<file path="src/pkg/timer16_pkg.sv">
package timer16_pkg;

    // Operating mode field
    localparam logic [1:0] MODE_STOP = 2'h0;
    localparam logic [1:0] MODE_CLR_EDGE = 2'h1;
    localparam logic [1:0] MODE_FREE = 2'h2;
    localparam logic [1:0] MODE_CLR_MATCH = 2'h3;

    // Valid edge selection
    localparam logic [1:0] EDGE_FALL = 2'h0;
    localparam logic [1:0] EDGE_RISE = 2'h1;
    localparam logic [1:0] EDGE_BOTH = 2'h3;

    // Count clock selection and divider masks
    localparam logic [1:0] PRS_DIV2 = 2'h0;
    localparam logic [1:0] PRS_DIV4 = 2'h1;
    localparam logic [1:0] PRS_DIV16 = 2'h2;
    localparam logic [1:0] PRS_EXT = 2'h3;
    localparam logic [3:0] DIV2_MASK = 4'h1;
    localparam logic [3:0] DIV4_MASK = 4'h3;
    localparam logic [3:0] DIV16_MASK = 4'hF;

    // Counter values
    localparam logic [15:0] COUNT_MAX = 16'hFFFF;
    localparam logic [15:0] COUNT_ZERO = 16'h0000;
    localparam logic [15:0] COUNT_ONE = 16'h0001;

    typedef struct packed {
        logic opmode_bit_hi;
        logic opmode_bit_lo;
        logic edge_sel_hi;
        logic edge_sel_lo;
        logic [1:0] edge_sel_b;
        logic [1:0] prescaler_mode_reg;
        logic reverse_capture_select;
        logic oneshot_enable;
    } ctrl_t;

    typedef struct packed {
        logic [15:0] count16_value;
        logic [15:0] capcomp_reg_a;
        logic [15:0] capcomp_reg_b;
        logic overflow_flag;
        logic irq_channel_a;
        logic irq_channel_b;
        logic oneshot_out;
    } status_t;

endpackage : timer16_pkg

</file>
<file path="src/verilog/timer16_capture.sv">
`timescale 1ns/1ps
// What this block does
// - Overflow flag on wrap or FFFFH match
// - Overflow clear ignored before count reaches 0001H
// - One-shot only in free or edge-clear mode
// - Capture on fall, interrupt next rise
// - Reverse capture: no interrupt, B edge interrupts
// - High input after reset reads rising once
// - Filter clock mclk or count clock
// - Edge needs two equal consecutive samples
// - Inputs ignored while counter stopped
// - Buffered count copy updated after count-up
// - Mode 00 stops, others count
// - First match may lag one count clock
module timer16_capture
    import timer16_pkg::*;
(
    input wire logic mclk,
    input wire logic resetn,
    input wire ctrl_t ctrl,
    input wire logic timer_input_a,
    input wire logic timer_input_b,
    input wire logic compare_a_write,
    input wire logic [15:0] compare_a_data,
    input wire logic compare_b_write,
    input wire logic [15:0] compare_b_data,
    input wire logic overflow_clear,
    input wire logic oneshot_trigger,
    output status_t status
);

    typedef enum logic [1:0] {OS_IDLE, OS_WAIT, OS_ACTIVE} os_state_t;
    logic [15:0] counter;
    logic [15:0] capcomp_reg_a;
    logic [15:0] capcomp_reg_b;
    logic [15:0] count16_value;
    logic [3:0] pcnt;
    logic started_once;
    logic ovf_recent;
    logic overflow_flag;
    logic pend_a;
    logic pend_b;
    logic irq_channel_a;
    logic irq_channel_b;
    logic tick_d;
    os_state_t os_state;
    os_state_t next_os;
    logic [1:0] meta;
    logic [1:0] sync;
    logic [1:0] samp;
    logic [1:0] lvl;
    logic [1:0] rise_p;
    logic [1:0] fall_p;
    logic [1:0] strobe;
    logic [15:0] next_counter;

    // Mode decode
    wire [1:0] opmode = {ctrl.opmode_bit_hi, ctrl.opmode_bit_lo};
    wire [1:0] edge_sel_a = {ctrl.edge_sel_hi, ctrl.edge_sel_lo};
    wire running = opmode != MODE_STOP;
    wire ext_clock = ctrl.prescaler_mode_reg == PRS_EXT;
    wire track = running | started_once;
    wire [3:0] div_mask = (ctrl.prescaler_mode_reg == PRS_DIV2) ? DIV2_MASK :
                          (ctrl.prescaler_mode_reg == PRS_DIV4) ? DIV4_MASK :
                          DIV16_MASK;
    wire [3:0] half_point = div_mask ^ (div_mask >> 1);

    // Valid and reverse edges; all gated off while stopped
    wire raw_a = (rise_p[0] && (edge_sel_a == EDGE_RISE ||
                  edge_sel_a == EDGE_BOTH)) ||
                 (fall_p[0] && (edge_sel_a == EDGE_FALL ||
                  edge_sel_a == EDGE_BOTH));
    wire edge_a_valid = running && raw_a;
    wire edge_a_rev = running && ((rise_p[0] && edge_sel_a == EDGE_FALL) ||
                      (fall_p[0] && edge_sel_a == EDGE_RISE));
    wire edge_b_valid = running &&
        ((rise_p[1] && (ctrl.edge_sel_b == EDGE_RISE ||
          ctrl.edge_sel_b == EDGE_BOTH)) ||
         (fall_p[1] && (ctrl.edge_sel_b == EDGE_FALL ||
          ctrl.edge_sel_b == EDGE_BOTH)));

    // Count clock phases; prescaler runs free so a start lands anywhere
    // in a count period and the first match may lag one clock
    wire rise_tick = ext_clock ? edge_a_valid :
                     ((pcnt & div_mask) == 4'h0);
    wire fall_tick = ext_clock ? edge_a_valid :
                     ((pcnt & div_mask) == half_point);
    wire tick = running && rise_tick;

    // Capture triggers; input A as count clock gives no B capture
    wire cap_b_ev = edge_a_valid && !ext_clock;
    wire cap_a_ev = ctrl.reverse_capture_select ? edge_a_rev
                                                : edge_b_valid;
    // B edge interrupts channel A in both capture modes
    wire irq_a_ev = edge_b_valid;
    wire irq_b_ev = cap_b_ev;

    wire match_a = counter == capcomp_reg_a;
    wire match_b = counter == capcomp_reg_b;
    wire wrap = tick && counter == COUNT_MAX;
    wire os_allowed = ctrl.oneshot_enable &&
                      (opmode == MODE_FREE || opmode == MODE_CLR_EDGE);
    wire os_trig = oneshot_trigger ||
                   (opmode == MODE_CLR_EDGE && edge_a_valid);
    wire clear_ok = overflow_clear && !ovf_recent;

    // Filter sampling: input A on mclk when it clocks the counter, input B always on the count clock
    assign strobe[0] = ext_clock ? 1'b1 : fall_tick;
    assign strobe[1] = fall_tick;

    // Two-stage sync, then two-sample noise filter per input
    genvar gi;
    generate
        for (gi = 0; gi < 2; gi++) begin : g_filter
            wire pin = (gi == 0) ? timer_input_a : timer_input_b;
            wire agree = strobe[gi] && track && (sync[gi] == samp[gi]);
            always_ff @(posedge mclk) begin
                if (!resetn) begin
                    meta[gi] <= 1'b0;
                    sync[gi] <= 1'b0;
                    samp[gi] <= 1'b0;
                    lvl[gi] <= 1'b0;
                    rise_p[gi] <= 1'b0;
                    fall_p[gi] <= 1'b0;
                end else begin
                    meta[gi] <= pin;
                    sync[gi] <= meta[gi];
                    if (strobe[gi] && track) begin
                        samp[gi] <= sync[gi];
                    end
                    // Level moves only on two equal samples
                    if (agree) begin
                        lvl[gi] <= samp[gi];
                    end
                    rise_p[gi] <= agree && samp[gi] && !lvl[gi];
                    fall_p[gi] <= agree && !samp[gi] && lvl[gi];
                end
            end
        end
    endgenerate

    // Next count: stop, edge clear, match clear, or increment
    always_comb begin
        next_counter = counter;
        if (!running) begin
            next_counter = COUNT_ZERO;
        end else if (opmode == MODE_CLR_EDGE && cap_b_ev) begin
            next_counter = COUNT_ZERO;
        end else if (tick && opmode == MODE_CLR_MATCH && match_a) begin
            next_counter = COUNT_ZERO;
        end else if (tick) begin
            next_counter = counter + COUNT_ONE;
        end
    end

    // Counter, overflow and its clear guard
    always_ff @(posedge mclk) begin
        if (!resetn) begin
            counter <= COUNT_ZERO;
            pcnt <= 4'h0;
            started_once <= 1'b0;
            ovf_recent <= 1'b0;
            overflow_flag <= 1'b0;
            tick_d <= 1'b0;
            count16_value <= COUNT_ZERO;
        end else begin
            counter <= next_counter;
            pcnt <= pcnt + 4'h1;
            started_once <= started_once | running;
            ovf_recent <= wrap | (ovf_recent & ~(tick | ~running));
            // Set wins over a clear in the same cycle
            overflow_flag <= wrap || (overflow_flag && !clear_ok);
            tick_d <= tick;
            // Copy lags the count-up, so a read may see the old value
            if (tick_d || !running) begin
                count16_value <= counter;
            end
        end
    end
    // Capture registers double as compare registers
    always_ff @(posedge mclk) begin
        if (!resetn) begin
            capcomp_reg_a <= COUNT_ZERO;
            capcomp_reg_b <= COUNT_ZERO;
        end else begin
            if (cap_a_ev) begin
                capcomp_reg_a <= counter;
            end else if (compare_a_write) begin
                capcomp_reg_a <= compare_a_data;
            end
            if (cap_b_ev) begin
                capcomp_reg_b <= counter;
            end else if (compare_b_write) begin
                capcomp_reg_b <= compare_b_data;
            end
        end
    end

    // Interrupts wait for the next rising count clock edge
    always_ff @(posedge mclk) begin
        if (!resetn) begin
            pend_a <= 1'b0;
            pend_b <= 1'b0;
            irq_channel_a <= 1'b0;
            irq_channel_b <= 1'b0;
        end else begin
            pend_a <= irq_a_ev ? 1'b1 : (rise_tick ? 1'b0 : pend_a);
            pend_b <= irq_b_ev ? 1'b1 : (rise_tick ? 1'b0 : pend_b);
            irq_channel_a <= pend_a && rise_tick;
            irq_channel_b <= pend_b && rise_tick;
        end
    end

    // One-shot: trigger arms, B match starts, A match ends the pulse
    always_comb begin
        next_os = os_state;
        case (os_state)
            OS_IDLE: begin
                // Triggers while busy are dropped
                if (os_trig) begin
                    next_os = OS_WAIT;
                end
            end
            OS_WAIT: begin
                if (tick && match_b) begin
                    next_os = OS_ACTIVE;
                end
            end
            OS_ACTIVE: begin
                if (tick && match_a) begin
                    next_os = OS_IDLE;
                end
            end
            default: begin
                next_os = OS_IDLE;
            end
        endcase
        if (!os_allowed) begin
            next_os = OS_IDLE;
        end
    end
    always_ff @(posedge mclk) begin
        if (!resetn) begin
            os_state <= OS_IDLE;
        end else begin
            os_state <= next_os;
        end
    end
    assign status = '{count16_value: count16_value,
                      capcomp_reg_a: capcomp_reg_a,
                      capcomp_reg_b: capcomp_reg_b,
                      overflow_flag: overflow_flag,
                      irq_channel_a: irq_channel_a,
                      irq_channel_b: irq_channel_b,
                      oneshot_out: os_state == OS_ACTIVE};
endmodule : timer16_capture

</file>
<file path="config.mk">
export PLATFORM = sky130hd
export DESIGN_NAME = timer16_capture
export DESIGN_NICKNAME = d
export VERILOG_FILES = /design/src/pkg/timer16_pkg.sv /design/src/verilog/timer16_capture.sv
export SDC_FILE = /design/constraint.sdc
export NUM_CORES = 1
export LEC_CHECK = 0
export BUFFER_PORTS_ARGS = -buffer_cell sky130_fd_sc_hd__buf_4
export CELL_PAD_IN_SITES_DETAIL_PLACEMENT = 1
export CELL_PAD_IN_SITES_GLOBAL_PLACEMENT = 1
export CORE_MARGIN = 2
export CORE_UTILIZATION = 39
export CTS_BUF_LIST = sky130_fd_sc_hd__clkbuf_2
export CTS_CLUSTER_DIAMETER = 100
export DETAILED_ROUTE_END_ITERATION = 8
export GPL_TIMING_DRIVEN = 0
export PLACE_DENSITY = 0.75
export SYNTH_ARGS = -nofsm -noshare
export SYNTH_HDL_FRONTEND = slang
export SYNTH_SLANG_ARGS = --single-unit
export TNS_END_PERCENT = 100
</file>
<file path="constraint.sdc">
create_clock -name mclk -period 2.75 [get_ports mclk]
set_input_delay 0.4125 -clock mclk [delete_from_list [all_inputs] [get_ports mclk]]
set_output_delay 0.4125 -clock mclk [all_outputs]
set_load 0.01 [all_outputs]
</file>
# After elaboration in Yosys (flattened, before gate mapping)

Index checks and enable logic that the tools add are counted.

Bits in registers: 90
Bits of input ports: 50
Output and inout port bits: 52
Logic and storage cells: 141

$add $sub $neg: 2
Eq/ne operators: 20
Multiplexer cells: 17
Bitwise gates (word level): 9
Reductions and logical operators: 67

Operators with widths:

| operator                | number |
|---|---|
| $mux W16                | 4 |
| $logic_and A1 B1 Y1     | 35 |
| $eq A16 B16 Y1          | 2 |
| $add A16 B1 Y16 const B | 1 |
| $eq A16 B16 Y1 const B  | 1 |
| $eq A2 B2 Y1 const B    | 6 |
| $logic_or A1 B1 Y1      | 11 |
| $eq A2 B1 Y1 const B    | 5 |
| $reduce_bool A2 Y1      | 5 |
| $logic_not A1 Y1        | 8 |
| $logic_not A2 Y1        | 4 |
| $mux W4                 | 2 |
| $mux W1                 | 7 |
| $mux W2                 | 3 |
| $pmux W2 S3             | 1 |
| $add A4 B1 Y4 const B   | 1 |
| $and A4 B4 Y4           | 1 |
| $eq A4 B4 Y1            | 1 |
| $logic_not A4 Y1        | 1 |
| $ne A2 B2 Y1 const B    | 2 |
| $reduce_or A4 Y1        | 1 |
| $xor A4 B3 Y4           | 1 |
| $not A1 Y1              | 3 |
| $or A1 B1 Y1            | 3 |
| other kinds (5)         | 6 |

# Longest topological paths before layout

Gate-level depths: netlist (run 1).

Depth after elaboration: 11
Mapped depth: 10
Mapped depth without buffers: 7

# Least setup slack after synthesis (run 1)

OpenSTA, ideal clock, no wires.

Path type: input to register
Start: input ctrl[6] (netlist bit)
End: register counter[11]
Library setup time: 0.070 ns
Data arrival time: 2.136 ns
Required time: 2.680 ns
Path slack: 0.543 ns
Cell stages on the path: 9
Buffers on the path: 2
Path through: inv_1 > ha_1 > nand2b_1 > a211o_1 > buf_6 > and2_1 > buf_6 > or4_1 > a21oi_1

Longest elaborated chain between the ends: 10
Elaborated cells between the ends (all ways): 16
Those cells by class: eq/ne: 2; mux: 1; reduce/logical: 13

Ends and longest elaborated chain:

| what                                          | line                                         | text |
|---|---|---|
| start: declaration                            | timer16_capture.sv:20                        | `input wire ctrl_t ctrl,` |
| $eq A2 B1 Y1 (tied with other cells)          | timer16_capture.sv:69                        | `wire raw_a = (rise_p[0] && (edge_sel_a == EDGE_RISE \|\|` |
| $logic_or A1 B1 Y1, on equally long branches  | timer16_capture.sv:69, timer16_capture.sv:71 |  |
| $logic_and A1 B1 Y1, on equally long branches | timer16_capture.sv:69, timer16_capture.sv:71 |  |
| $logic_or A1 B1 Y1 *                          | timer16_capture.sv:70                        | `edge_sel_a == EDGE_BOTH)) \|\|` |
| $logic_and A1 B1 Y1 *                         | timer16_capture.sv:73                        | `wire edge_a_valid = running && raw_a;` |
| $mux W1                                       | timer16_capture.sv:84                        | `wire rise_tick = ext_clock ? edge_a_valid :` |
| $logic_and A1 B1 Y1                           | timer16_capture.sv:88                        | `wire tick = running && rise_tick;` |
| $logic_and A1 B1 Y1 (2 in a row)              | timer16_capture.sv:149                       | `end else if (tick && opmode == MODE_CLR_MATCH && match_a) begin` |
| $reduce_or A4 Y1 (no line)                    | -                                            |  |
| end signal: assignment                        | timer16_capture.sv:167                       | `counter <= next_counter;` |
| end: declaration                              | timer16_capture.sv:33                        | `logic [15:0] counter;` |

Every way passes the cells marked *; elsewhere a longest branch is shown, timed or not.
A chain may end at the register's enable or synchronous reset.

# Final worst setup path (run 1)

Start: register counter[9]
End: register counter[6]

Longest elaborated chain between the ends: 3

Ends and longest elaborated chain:

| what                       | line                   | text |
|---|---|---|
| $eq A16 B16 Y1             | timer16_capture.sv:98  | `wire match_a = counter == capcomp_reg_a;` |
| $logic_and A1 B1 Y1        | timer16_capture.sv:149 |  |
| $reduce_or A4 Y1 (no line) | -                      |  |

No other way between the ends.

==> summary.md, run 1 <==
| Metric | Value |
|---|---|
| Slew headroom | `0.516` |
| CP max-delay cell | `o31ai_4` |
| Vias | `3910` |
| HP Class | `primary input to register` |
| Die X | `about 110 microns` |
| Final core utilization | `0.498` |
| Yosys cell types | `46` |
| # port buffers | `99` |
| Mapped Avg Cell Area | `8.71 sq um` |
| Maxcap violations | `0` |
| Synth top area cells | `dfxtp_1, mux2i_1, xor2_1, a211oi_1, nor2_1` |
| Starting density of the core | `0.398` |
| Flop pwr share | `0.543` |
| Number of global-route vias before repair | `4041` |
| Antenna-violating nets left | `0` |
| Yosys top cell area share | `0.417` |
| HP Start | `timer_input_a` |
| RR Startpoint | `counter[9]` |
| Pwr Density | `around 480 mW/mm^2` |
| I/O Pins | `102` |
| Final min period | `2.51 ns` |
| Register area | `0.00180 sq mm` |
| DRC viols | `0` |
| Total grt overflow | `0` |
| Core region area | `0.0108 sq mm` |
| Largest net degree at the start of global routing | `17` |
| Via density | `just over 5` |
| Switching share of power | `0.283` |
| CP Capture Type | `register` |
| VDD IR max | `283 uV` |
| Post-Route WL | `13.2 mm` |
| Crit-path cells | `clkbuf_1, xor2_1, nor4_1, nand4_1, o31ai_4, buf_2, nor2_1` |
| Starting DRT DRC Count | `138` |
| Total nets after synthesis | `556` |
| Proportion of layout cells with a drive suffix above 1 | `0.214` |
| Leak | `2.40 nW` |
| Leading area contributor after synthesis | `dfxtp_1` |
| Netlist Area Pre-Place | `~0.0043 sq mm` |
| Final Cycle Share | `0.912` |
| Critical Path Fanout Max | `10` |
| Final Hold Violating Endpoints | `0` |
| Setup Viol. Count Final | `0` |
| Ant diodes | `0` |
| Later-pin clock latency in the skew report | `0.54 ns` |
| Area Growth Syn to Fin | `24.9%` |
| Worst path arrival time | `2.94 ns` |
| RePlAce Congestion | `between 0.8 and 0.9` |
| Synth Instances | `496` |
| HPWL after detailed placement | `just under 10 mm` |
| Clock Skew | `0.0355 ns` |
| Switch Pwr | `roughly 730 uW` |
| Slew Limit Fails | `0` |
| Ys Warns | `0` |
| Global-route wire length before repair | `20.8 mm` |
| Die height | `109 microns` |
| Filler cell count | `1307` |
| Logic pwr share | `0.151` |
| All-Layer GR Usage | `0.230` |
| Initial antenna violation count | `0` |
| Main flop type after synthesis | `dfxtp_1` |
| Worst Max-Slew Pin Slew | `between 0.7 and 0.8 ns` |
| Critical Path Start Type | `register` |
| Worst Setup SP | `counter[9]` |
| Internal power | `1.85 mW` |
| Routed length per instance | `approximately 18 microns` |
| Fmax achieved | `399 MHz` |
| Clk pin slew, worst setup/hold paths | `0.25 ns` |
| Drt first pass iters | `4` |
| H-tree lvl count | `3` |
| Die area | `approximately 0.012 sq mm` |
| Status | `finished, final reports clean` |
| Worst Path Required | `~3.2 ns` |
| CP max stage delay | `~0.47 ns` |
| Site row count | `38` |
| Post-synth EDFFs | `0` |
| TritonCTS Buffers | `9` |
| Unrepaired setup endpoints after global routing | `false` |
| Yosys reg bits | `90` |
| R2r worst-path depth | `7` |
| Clock Path Buffers | `2` |
| Sum Neg Setup Slack | `0 ns` |
| CTS tree | `yes` |
| Nets@finish | `around 670` |
| Clock root cell | `clkbuf_2` |
| Crit Path Class | `register to register` |
| Multi-input gate area | `0.00227 sq mm` |
| Register area share after synthesis | `0.417` |
| FFs w/ async S/R, synth | `0` |
| CTS Sinks | `90` |
| Hold path cells | `2` |
| Clk pwr share | `0.306` |
[flip-flops by register name, indices dropped and copies added (netlist names), 2 cells and up]
signal,flops
os_state,2
samp,2
count16_value,16
pcnt,4
fall_p,2
lvl,2
sync,2
capcomp_reg_a,16
rise_p,2
capcomp_reg_b,16
counter,16
meta,2
[per-layer routing]
layer  global-route usage  share of wire  vias to the layer above
li1                     -              -                     1938
met1                0.282           0.45                     1873
met2                0.413           0.50                       83
met3               0.0341          0.039                       16
met4               0.0714          0.017                        0
met5                    0              0                        -
[Yosys cell counts (all sizes together), types with 6 or more instances]
cell / n
a21oi: 32
xnor2: 10
nand4: 6
nand2: 47
nor4: 8
mux2i: 35
inv: 14
a211oi: 36
ha: 10
and2: 7
nor2: 57
o21ai: 12
clkbuf: 31
xor2: 33
nand3: 9
dfxtp: 90
buf: 13
[worst paths after layout]
kind / to / slack [ns]
max reg2reg: counter[6] / 0.24
min: meta[0] / 0.09
min reg2reg: sync[1] / 0.46
max: counter[6] / 0.24
[per-stage QoR]
| stage | setup slack [ns] | hold WS, ns | instances | power, mW | cell area [sq um] |
|---|---|---|---|---|---|
| 2_1_floorplan | 0.543 | 0.412 | 496 | 1.63 | 4320 |
| 3_3_place_gp | 0.180 | 0.415 | 735 | 1.80 | 5240 |
| 3_5_place_dp | 0.143 | 0.423 | 735 | 1.81 | 5240 |
| 4_1_cts | 0.213 | 0.0390 | 751 | 2.60 | 5380 |
| 5_1_grt | 0.00341 | 0.00711 | 752 | 2.72 | 5400 |
| 6_report | 0.241 | 0.0868 | 752 | 2.58 | 5400 |
[logic make-up (layout without fill, tap and decap cells)]
logic type,after synthesis,in the layout,share of synthesized area
AND/OR/NAND/NOR,163,163,0.179
AO/OA/AOI/OAI,97,97,0.149
flip-flops,90,90,0.417
buffers and inverters,58,174,0.0576
XOR/XNOR,43,43,0.0872
multiplexers,35,35,0.0811
adder cells (fa/ha/maj),10,10,0.0290
[critical path: cells and delay by family (launching register included)]
| family | cells | cell delay, ns |
|---|---|---|
| AO/OA/AOI/OAI | 1 | 0.47 |
| XOR/XNOR | 1 | 0.16 |
| buffers and inverters | 2 | 0.76 |
| flip-flops | 1 | 0.37 |
| AND/OR/NAND/NOR | 3 | 0.66 |
[placed cells by master, fill, tap and decap left out, drive strengths merged, types with 3 or more instances in the layout]
cell / instances
xor2: 33
nor2: 57
mux2i: 35
ha: 10
nor3: 3
nor2b: 3
nor4: 8
xnor2: 10
and4: 3
inv: 16
nand2: 47
nand4: 6
o21ai: 12
and3: 3
clkbuf: 40
o31ai: 4
or3: 5
dfxtp: 90
and2: 7
or4: 4
a21oi: 32
buf: 112
a211oi: 36
nand3: 9
[repair_timing]
item	CTS	global route
gates resized for setup	0	2
endpoints found under the hold margin	0	1
hold buffers	0	1
buffers inserted	0	0
endpoints found under the setup margin	0	2
[layout make-up]
type / instances / share of cell area
Multi-Input combinational cell: 348 / 0.420
Sequential cell: 90 / 0.334
Inverter: 14 / 0.00974
Buffer: 44 / 0.0366
Clock inverter: 7 / 0.0188
Tap cell: 140 / 0.0325
Timing Repair Buffer: 100 / 0.140
Clock buffer: 9 / 0.00835
[power by group through the flow]
stage | clock, mW | sequential (mW) | combinational [mW]
floorplan | 0 | 1.43 | 0.201
global placement | 0 | 1.42 | 0.378
detailed placement | 0 | 1.43 | 0.388
CTS | 0.807 | 1.40 | 0.391
global route | 0.881 | 1.41 | 0.428
finish | 0.789 | 1.40 | 0.390
Power figures use the tool's default switching activity.
==> inputs of run 2 (changes only) <==
--- a/config.mk
+++ b/config.mk
@@ -8,10 +8,12 @@
 export BUFFER_PORTS_ARGS = -buffer_cell sky130_fd_sc_hd__buf_4
 export CELL_PAD_IN_SITES_DETAIL_PLACEMENT = 1
 export CELL_PAD_IN_SITES_GLOBAL_PLACEMENT = 1
+export CORE_ASPECT_RATIO = 0.75
 export CORE_MARGIN = 2
 export CORE_UTILIZATION = 39
 export CTS_BUF_LIST = sky130_fd_sc_hd__clkbuf_2
 export CTS_CLUSTER_DIAMETER = 100
+export CTS_CLUSTER_SIZE = 40
 export DETAILED_ROUTE_END_ITERATION = 8
 export GPL_TIMING_DRIVEN = 0
 export PLACE_DENSITY = 0.75
==> run 2 against run 1 <==
  * Clock power shrank 26%
  * Routed wire length up 1.3%
  * Hold slack better by 0.025 ns
  * Via count increased by 0.43%
  * Highest routed layer unchanged
  * Global-route usage decreased by 0.30 points
  * Die area barely moved
  * Combinational power is essentially flat
  * Clock skew is 0.011 ns lower
  * Critical path type unchanged
  * Sequential cell count unchanged
  * Non-clock buffer count grew 1
  * First-iteration DRC count increased by 45%
==> summary.md, run 2 (same netlist as run 1, synthesis figures left out) <==
| Metric | Value |
|---|---|
| VDD IR max | `173 uV (-39%)` |
| Pwr Total | `2.37 mW (-8.0%)` |
| CP max-delay cell | `o31ai_4` |
| Crit-path cells | `clkbuf_1, xor2_1, nor4_1, nand4_1, o31ai_4, buf_2, nor2_1` |
| Sum Neg Setup Slack | `0 ns (unchanged)` |
| Most common cell after layout, fill and taps aside | `buf_4` |
| Clock Skew | `0.0244 ns (-0.0112 ns)` |
| Clock Path Buffers | `2 (unchanged)` |
| Initial antenna violation count | `0 (unchanged)` |
| Most frequent cells in the layout | `buf_4, dfxtp_1, nor2_1` |
| Core region area | `0.0109 sq mm (+0.17%)` |
| DRC viols | `0 (unchanged)` |
| Status | `finished, final reports clean` |
| Worst Max-Slew Pin Slew | `0.755 ns (+0.0293 ns)` |
| Number of global-route vias before repair | `4032 (-0.22%)` |
| Post-Route WL | `13.4 mm (+1.3%)` |
| Slew Limit Fails | `0 (unchanged)` |
| Maxcap violations | `0 (unchanged)` |
| Critical Path Start Type | `register` |
| Global-route wire length before repair | `21.3 mm (+2.0%)` |
| Ant diodes | `0 (unchanged)` |
| CP Capture Type | `register` |
| Worst Path Required | `3.23 ns (+0.04 ns)` |
| Leak | `2.38 nW (-1.1%)` |
| Fmax achieved | `385 MHz (-3.3%)` |
| Via density | `5.22 (+0.30%)` |
| I/O Pins | `102 (unchanged)` |
| CTS Sinks | `90 (unchanged)` |
| Hold Slack | `0.112 ns (+0.0251 ns)` |
| Worst Setup SP | `counter[9]` |
| HPWL after detailed placement | `9.93 mm (+1.0%)` |
| Slew headroom | `0.497 (-0.0195)` |
| Proportion of layout cells with a drive suffix above 1 | `0.209 (-0.00524)` |
| Vias | `3927 (+0.43%)` |
| Largest net degree at the start of global routing | `15 (-2)` |
| CTS tree | `yes` |
| RR Startpoint | `counter[9]` |
| Later-pin clock latency in the skew report | `0.58 ns (+0.04 ns)` |
| Die height | `95.1 microns (-13%)` |
| # port buffers | `99 (unchanged)` |
| Worst path arrival time | `3.08 ns (+0.14 ns)` |
| Pwr Density | `444 mW/mm^2 (-7.1%)` |
| Setup Viol. Count Final | `0 (unchanged)` |
| Clock root cell | `clkbuf_2` |
| Clk pin slew, worst setup/hold paths | `0.25 ns (about the same)` |
| Site row count | `33 (-13%)` |
| Starting DRT DRC Count | `200 (+45%)` |
| Final Hold Violating Endpoints | `0 (unchanged)` |
| All-Layer GR Usage | `0.227 (-0.00295)` |
| HP Start | `resetn` |
| Crit Path Class | `register to register` |
| CP max stage delay | `0.49 ns (+0.02 ns)` |
| Unrepaired setup endpoints after global routing | `false` |
| Die X | `126 microns (+15%)` |
| Filler cell count | `1325 (+1.4%)` |
| Nets@finish | `668 (+0.15%)` |
| Multi-input gate area | `0.00227 sq mm (unchanged)` |
| Critical Path Fanout Max | `10 (unchanged)` |
| Total grt overflow | `0 (unchanged)` |
| Routed length per instance | `17.7 microns (+1.2%)` |
| Final min period | `2.59 ns (+0.0856 ns)` |
| Starting density of the core | `0.398 (-0.000689)` |
| Register area | `0.00180 sq mm (unchanged)` |
| Area Growth Syn to Fin | `23.7%` |
| Critical path's top delay family | `buffers and inverters` |
| TritonCTS Buffers | `9 (unchanged)` |
| Final Cycle Share | `0.944 (+0.0311)` |
| Drt first pass iters | `4 (unchanged)` |
| Worst Path Buf+Inv | `2 (unchanged)` |
| Die area | `0.0119 sq mm (about the same)` |
| RePlAce Congestion | `0.837 (-0.32%)` |
| H-tree lvl count | `3 (unchanged)` |
| HP Class | `primary input to register` |
| Antenna-violating nets left | `0 (unchanged)` |
run 2: cell count changes in the layout (fill, tap and decap cells not counted), sizes merged:
cell,before,now
clkinv,2,5
bufinv,2,0
inv,16,14
clkbuf,40,41
dlygate4sd3,1,2
run 2: what timing repair did:
action	in CTS	in global routing
endpoints found under the hold margin	2	0
gates resized for setup	0	0
endpoints found under the setup margin	0	0
buffers inserted	0	0
hold buffers	2	0
run 2: final cells by class:
class                   instances  share of cell area
well taps                     140              0.0328
plain buffers                  44              0.0368
multi-input cells             348               0.425
clock buffers                  10             0.00937
flip-flops and latches         90               0.337
inverters                      14             0.00984
clock inverters                 6             0.00632
repair buffers                101               0.143
run 2: final timing paths:
| path | endpoint | slack [ns] | depth (start not counted) |
|---|---|---|---|
| worst min register to register | sync[0] | 0.47 | 1 |
| worst max-delay path | counter[13] | 0.16 | 7 |
| worst min-delay path | rise_p[0] | 0.11 | 3 |
| worst max register to register | counter[13] | 0.16 | 7 |
run 2: power by group:
part	leakage, nW	total, mW	internal (mW)	switching (mW)
sequential	0.734	1.40	1.35	0.0463
clock	0.0568	0.582	0.115	0.467
combinational	1.58	0.390	0.184	0.206
run 2: metrics by stage:
step,utilization,instance area [sq um],worst slack (ns),instances
final,0.492,5340,0.155,753
after global routing,0.492,5340,0.0423,753
after CTS,0.492,5340,0.161,753
after detailed placement,0.482,5240,0.177,735
after global placement,0.482,5240,0.235,735
after floorplan,-,4320,0.543,496
run 2: layer usage:
| layer | global-route usage | up-vias | part of all wire |
|---|---|---|---|
| met1 | 0.313 | 1877 | 0.48 |
| met4 | 0.0491 | 0 | 0.0091 |
| li1 | - | 1942 | - |
| met3 | 0.0516 | 11 | 0.061 |
| met2 | 0.367 | 97 | 0.45 |
| met5 | 0 | - | 0 |
run 2: worst min-delay path, cell delays in order:
cell     delay (ns)
buf_4          0.14
nand2_1        0.08
nor3_1         0.05
==> inputs of run 3 (changes only) <==
--- a/config.mk
+++ b/config.mk
@@ -5,6 +5,7 @@
 export SDC_FILE = /design/constraint.sdc
 export NUM_CORES = 1
 export LEC_CHECK = 0
+export ABC_CLOCK_PERIOD_IN_PS = 2750
 export BUFFER_PORTS_ARGS = -buffer_cell sky130_fd_sc_hd__buf_4
 export CELL_PAD_IN_SITES_DETAIL_PLACEMENT = 1
 export CELL_PAD_IN_SITES_GLOBAL_PLACEMENT = 1
@@ -15,8 +16,10 @@
 export CTS_CLUSTER_DIAMETER = 100
 export CTS_CLUSTER_SIZE = 40
 export DETAILED_ROUTE_END_ITERATION = 8
+export GPL_ROUTABILITY_DRIVEN = 0
 export GPL_TIMING_DRIVEN = 0
 export PLACE_DENSITY = 0.75
+export RECOVER_POWER = 100
 export SYNTH_ARGS = -nofsm -noshare
 export SYNTH_HDL_FRONTEND = slang
 export SYNTH_SLANG_ARGS = --single-unit
==> run 3 against run 2 <==
  * Utilization fell by 1.9 points
  * Design area fell by 3.8%
  * First-iteration DRC count fell by 8.0%
  * Total power fell by 1.3%
  * Critical endpoint unchanged
==> summary.md, run 3 (same netlist as run 1, synthesis figures left out) <==
| Metric | Value |
|---|---|
| Status | `finished, final reports clean` |
| Setup Viol. Count Final | `0 (unchanged)` |
| Global-route wire length before repair | `21.3 mm (unchanged)` |
| Antenna-violating nets left | `0 (unchanged)` |
| Worst Max-Slew Pin Slew | `0.753 ns (-0.00240 ns)` |
| Pwr Density | `456 mW/mm^2 (+2.7%)` |
| DP Area | `0.00524 sq mm (unchanged)` |
| Hold path endpoint | `capcomp_reg_b[11]` |
| Area Growth Syn to Fin | `18.9%` |
| Die height | `95.1 microns (unchanged)` |
| Unrepaired setup endpoints after global routing | `false` |
| Final Cycle Share | `0.957 (+0.0138)` |
| Clk pin slew, worst setup/hold paths | `0.24 ns (about the same)` |
| Register area | `0.00180 sq mm (unchanged)` |
| Worst path arrival time | `3.12 ns (+0.04 ns)` |
| CTS tree | `yes` |
| Setup Fix Bufs, Post-CTS | `0 (unchanged)` |
| Worst Path Required | `3.23 ns (about the same)` |
| Final core utilization | `0.473 (-0.0189)` |
| Filler cell count | `1352 (+2.0%)` |
| R2r endpoint | `counter[13]` |
| Clock Skew | `0.0242 ns (-0.000126 ns)` |
| Final instance area | `0.00514 sq mm (-3.8%)` |
| Clock root cell | `clkbuf_2` |
| Total grt overflow | `0 (unchanged)` |
| Crit Path Class | `register to register` |
| Fmax achieved | `380 MHz (-1.4%)` |
| Routed length per instance | `17.7 microns (-0.41%)` |
| CTS Sinks | `90 (unchanged)` |
| Sum Neg Setup Slack | `0 ns (unchanged)` |
| Critical Path Start Type | `register` |
| Core region area | `0.0109 sq mm (unchanged)` |
| Post-Route WL | `13.3 mm (-0.41%)` |
| Die area | `0.0119 sq mm (unchanged)` |
| Critical Path Fanout Max | `10 (unchanged)` |
| Largest net degree at the start of global routing | `15 (unchanged)` |
| Starting DRT DRC Count | `184 (-8.0%)` |
| Initial antenna violation count | `0 (unchanged)` |
| H-tree lvl count | `3 (unchanged)` |
| # port buffers | `99 (unchanged)` |
| Clock Path Buffers | `2 (unchanged)` |
| Via density | `5.23 (+0.20%)` |
| Worst reg-to-reg setup slack | `0.12 ns (-0.04 ns)` |
| Number of global-route vias before repair | `4032 (unchanged)` |
| Drt first pass iters | `5 (+1)` |
| Maxcap violations | `0 (unchanged)` |
| Pwr Total | `2.34 mW (-1.3%)` |
| Slew Limit Fails | `0 (unchanged)` |
| Final min period | `2.63 ns (+0.0379 ns)` |
| HP Class | `primary input to register` |
| Slew headroom | `0.498 (+0.00160)` |
| Site row count | `33 (unchanged)` |
| Later-pin clock latency in the skew report | `0.58 ns (about the same)` |
| Final Hold Violating Endpoints | `0 (unchanged)` |
| Proportion of layout cells with a drive suffix above 1 | `0.119 (-0.0897)` |
| Hold path cells | `3 (unchanged)` |
| Die X | `126 microns (unchanged)` |
| TritonCTS Buffers | `9 (unchanged)` |
| Ant diodes | `0 (unchanged)` |
| Hold Slack | `0.150 ns (+0.0379 ns)` |
| Most frequent cells in the layout | `dfxtp_1, clkbuf_1, nor2_1` |
| Nets@finish | `668 (unchanged)` |
| I/O Pins | `102 (unchanged)` |
| R2r worst-path depth | `7 (unchanged)` |
| All-Layer GR Usage | `0.227 (unchanged)` |
| HPWL after detailed placement | `9.93 mm (unchanged)` |
| RR Startpoint | `counter[9]` |
| HP Start | `compare_b_data[11]` |
| CP Capture Type | `register` |
| DRC viols | `0 (unchanged)` |
| Leak | `2.16 nW (-9.3%)` |
| VDD IR max | `184 uV (+6.4%)` |
| Multi-input gate area | `0.00226 sq mm (-0.28%)` |
| Starting density of the core | `0.398 (unchanged)` |
| Vias | `3935 (+0.20%)` |
| Most common cell after layout, fill and taps aside | `dfxtp_1` |
## run 3: cell types whose count changed in the layout (fill, tap and decap cells not counted), sizes merged
cell    change
buf        -57
clkbuf     +57
## run 3: worst max-delay path: stages (launching register included)
cell and delay [ns]:
dfxtp_1 0.36, clkbuf_1 0.48, xor2_1 0.15, nor4_1 0.32
nand4_1 0.33, o31ai_4 0.49, clkbuf_2 0.31, nor2_1 0.08
## run 3: power breakdown
group	switching, mW	internal (mW)	leakage, nW
Clock	0.466	0.115	0.0568
Sequential	0.0450	1.35	0.734
Combinational	0.205	0.157	1.36
Total	0.716	1.63	2.16
## run 3: timing repair
item	4_1_cts	5_1_grt
endpoints found under the setup margin	0	0
resized for setup	0	0
hold buffers	2	0
endpoints found under the hold margin	2	0
## run 3: worst max path at each step
stage | from | to | depth (start not counted) | slack (ns)
after detailed placement | ctrl[6] | counter[4] | 11 | 0.18
after global routing | counter[1] | counter[13] | 7 | 0.02
after floorplan | ctrl[6] | counter[11] | 9 | 0.54
after CTS | counter[9] | counter[13] | 7 | 0.16
final | counter[9] | counter[13] | 7 | 0.12
after global placement | counter[9] | counter[4] | 7 | 0.24
## run 3: metrics by stage
stage,worst slack [ns],std cells
6_report,0.117,753
5_1_grt,0.0225,753
4_1_cts,0.161,753
3_5_place_dp,0.177,735
3_3_place_gp,0.235,735
2_1_floorplan,0.543,496
## run 3: routing by layer
layer,up-vias,global-route usage,wire [microns]
met2,100,0.367,5960
met4,0,0.0491,121
met1,1882,0.313,6370
met5,-,0,0
met3,11,0.0516,858
li1,1942,-,-
## run 3: cell type report
type,count,area share
plain buffers,44,0.0382
clock buffers,10,0.00974
clock inverters,6,0.00658
inverters,14,0.0102
multi-input cells,348,0.440
flip-flops and latches,90,0.351
well taps,140,0.0341
repair buffers,101,0.110
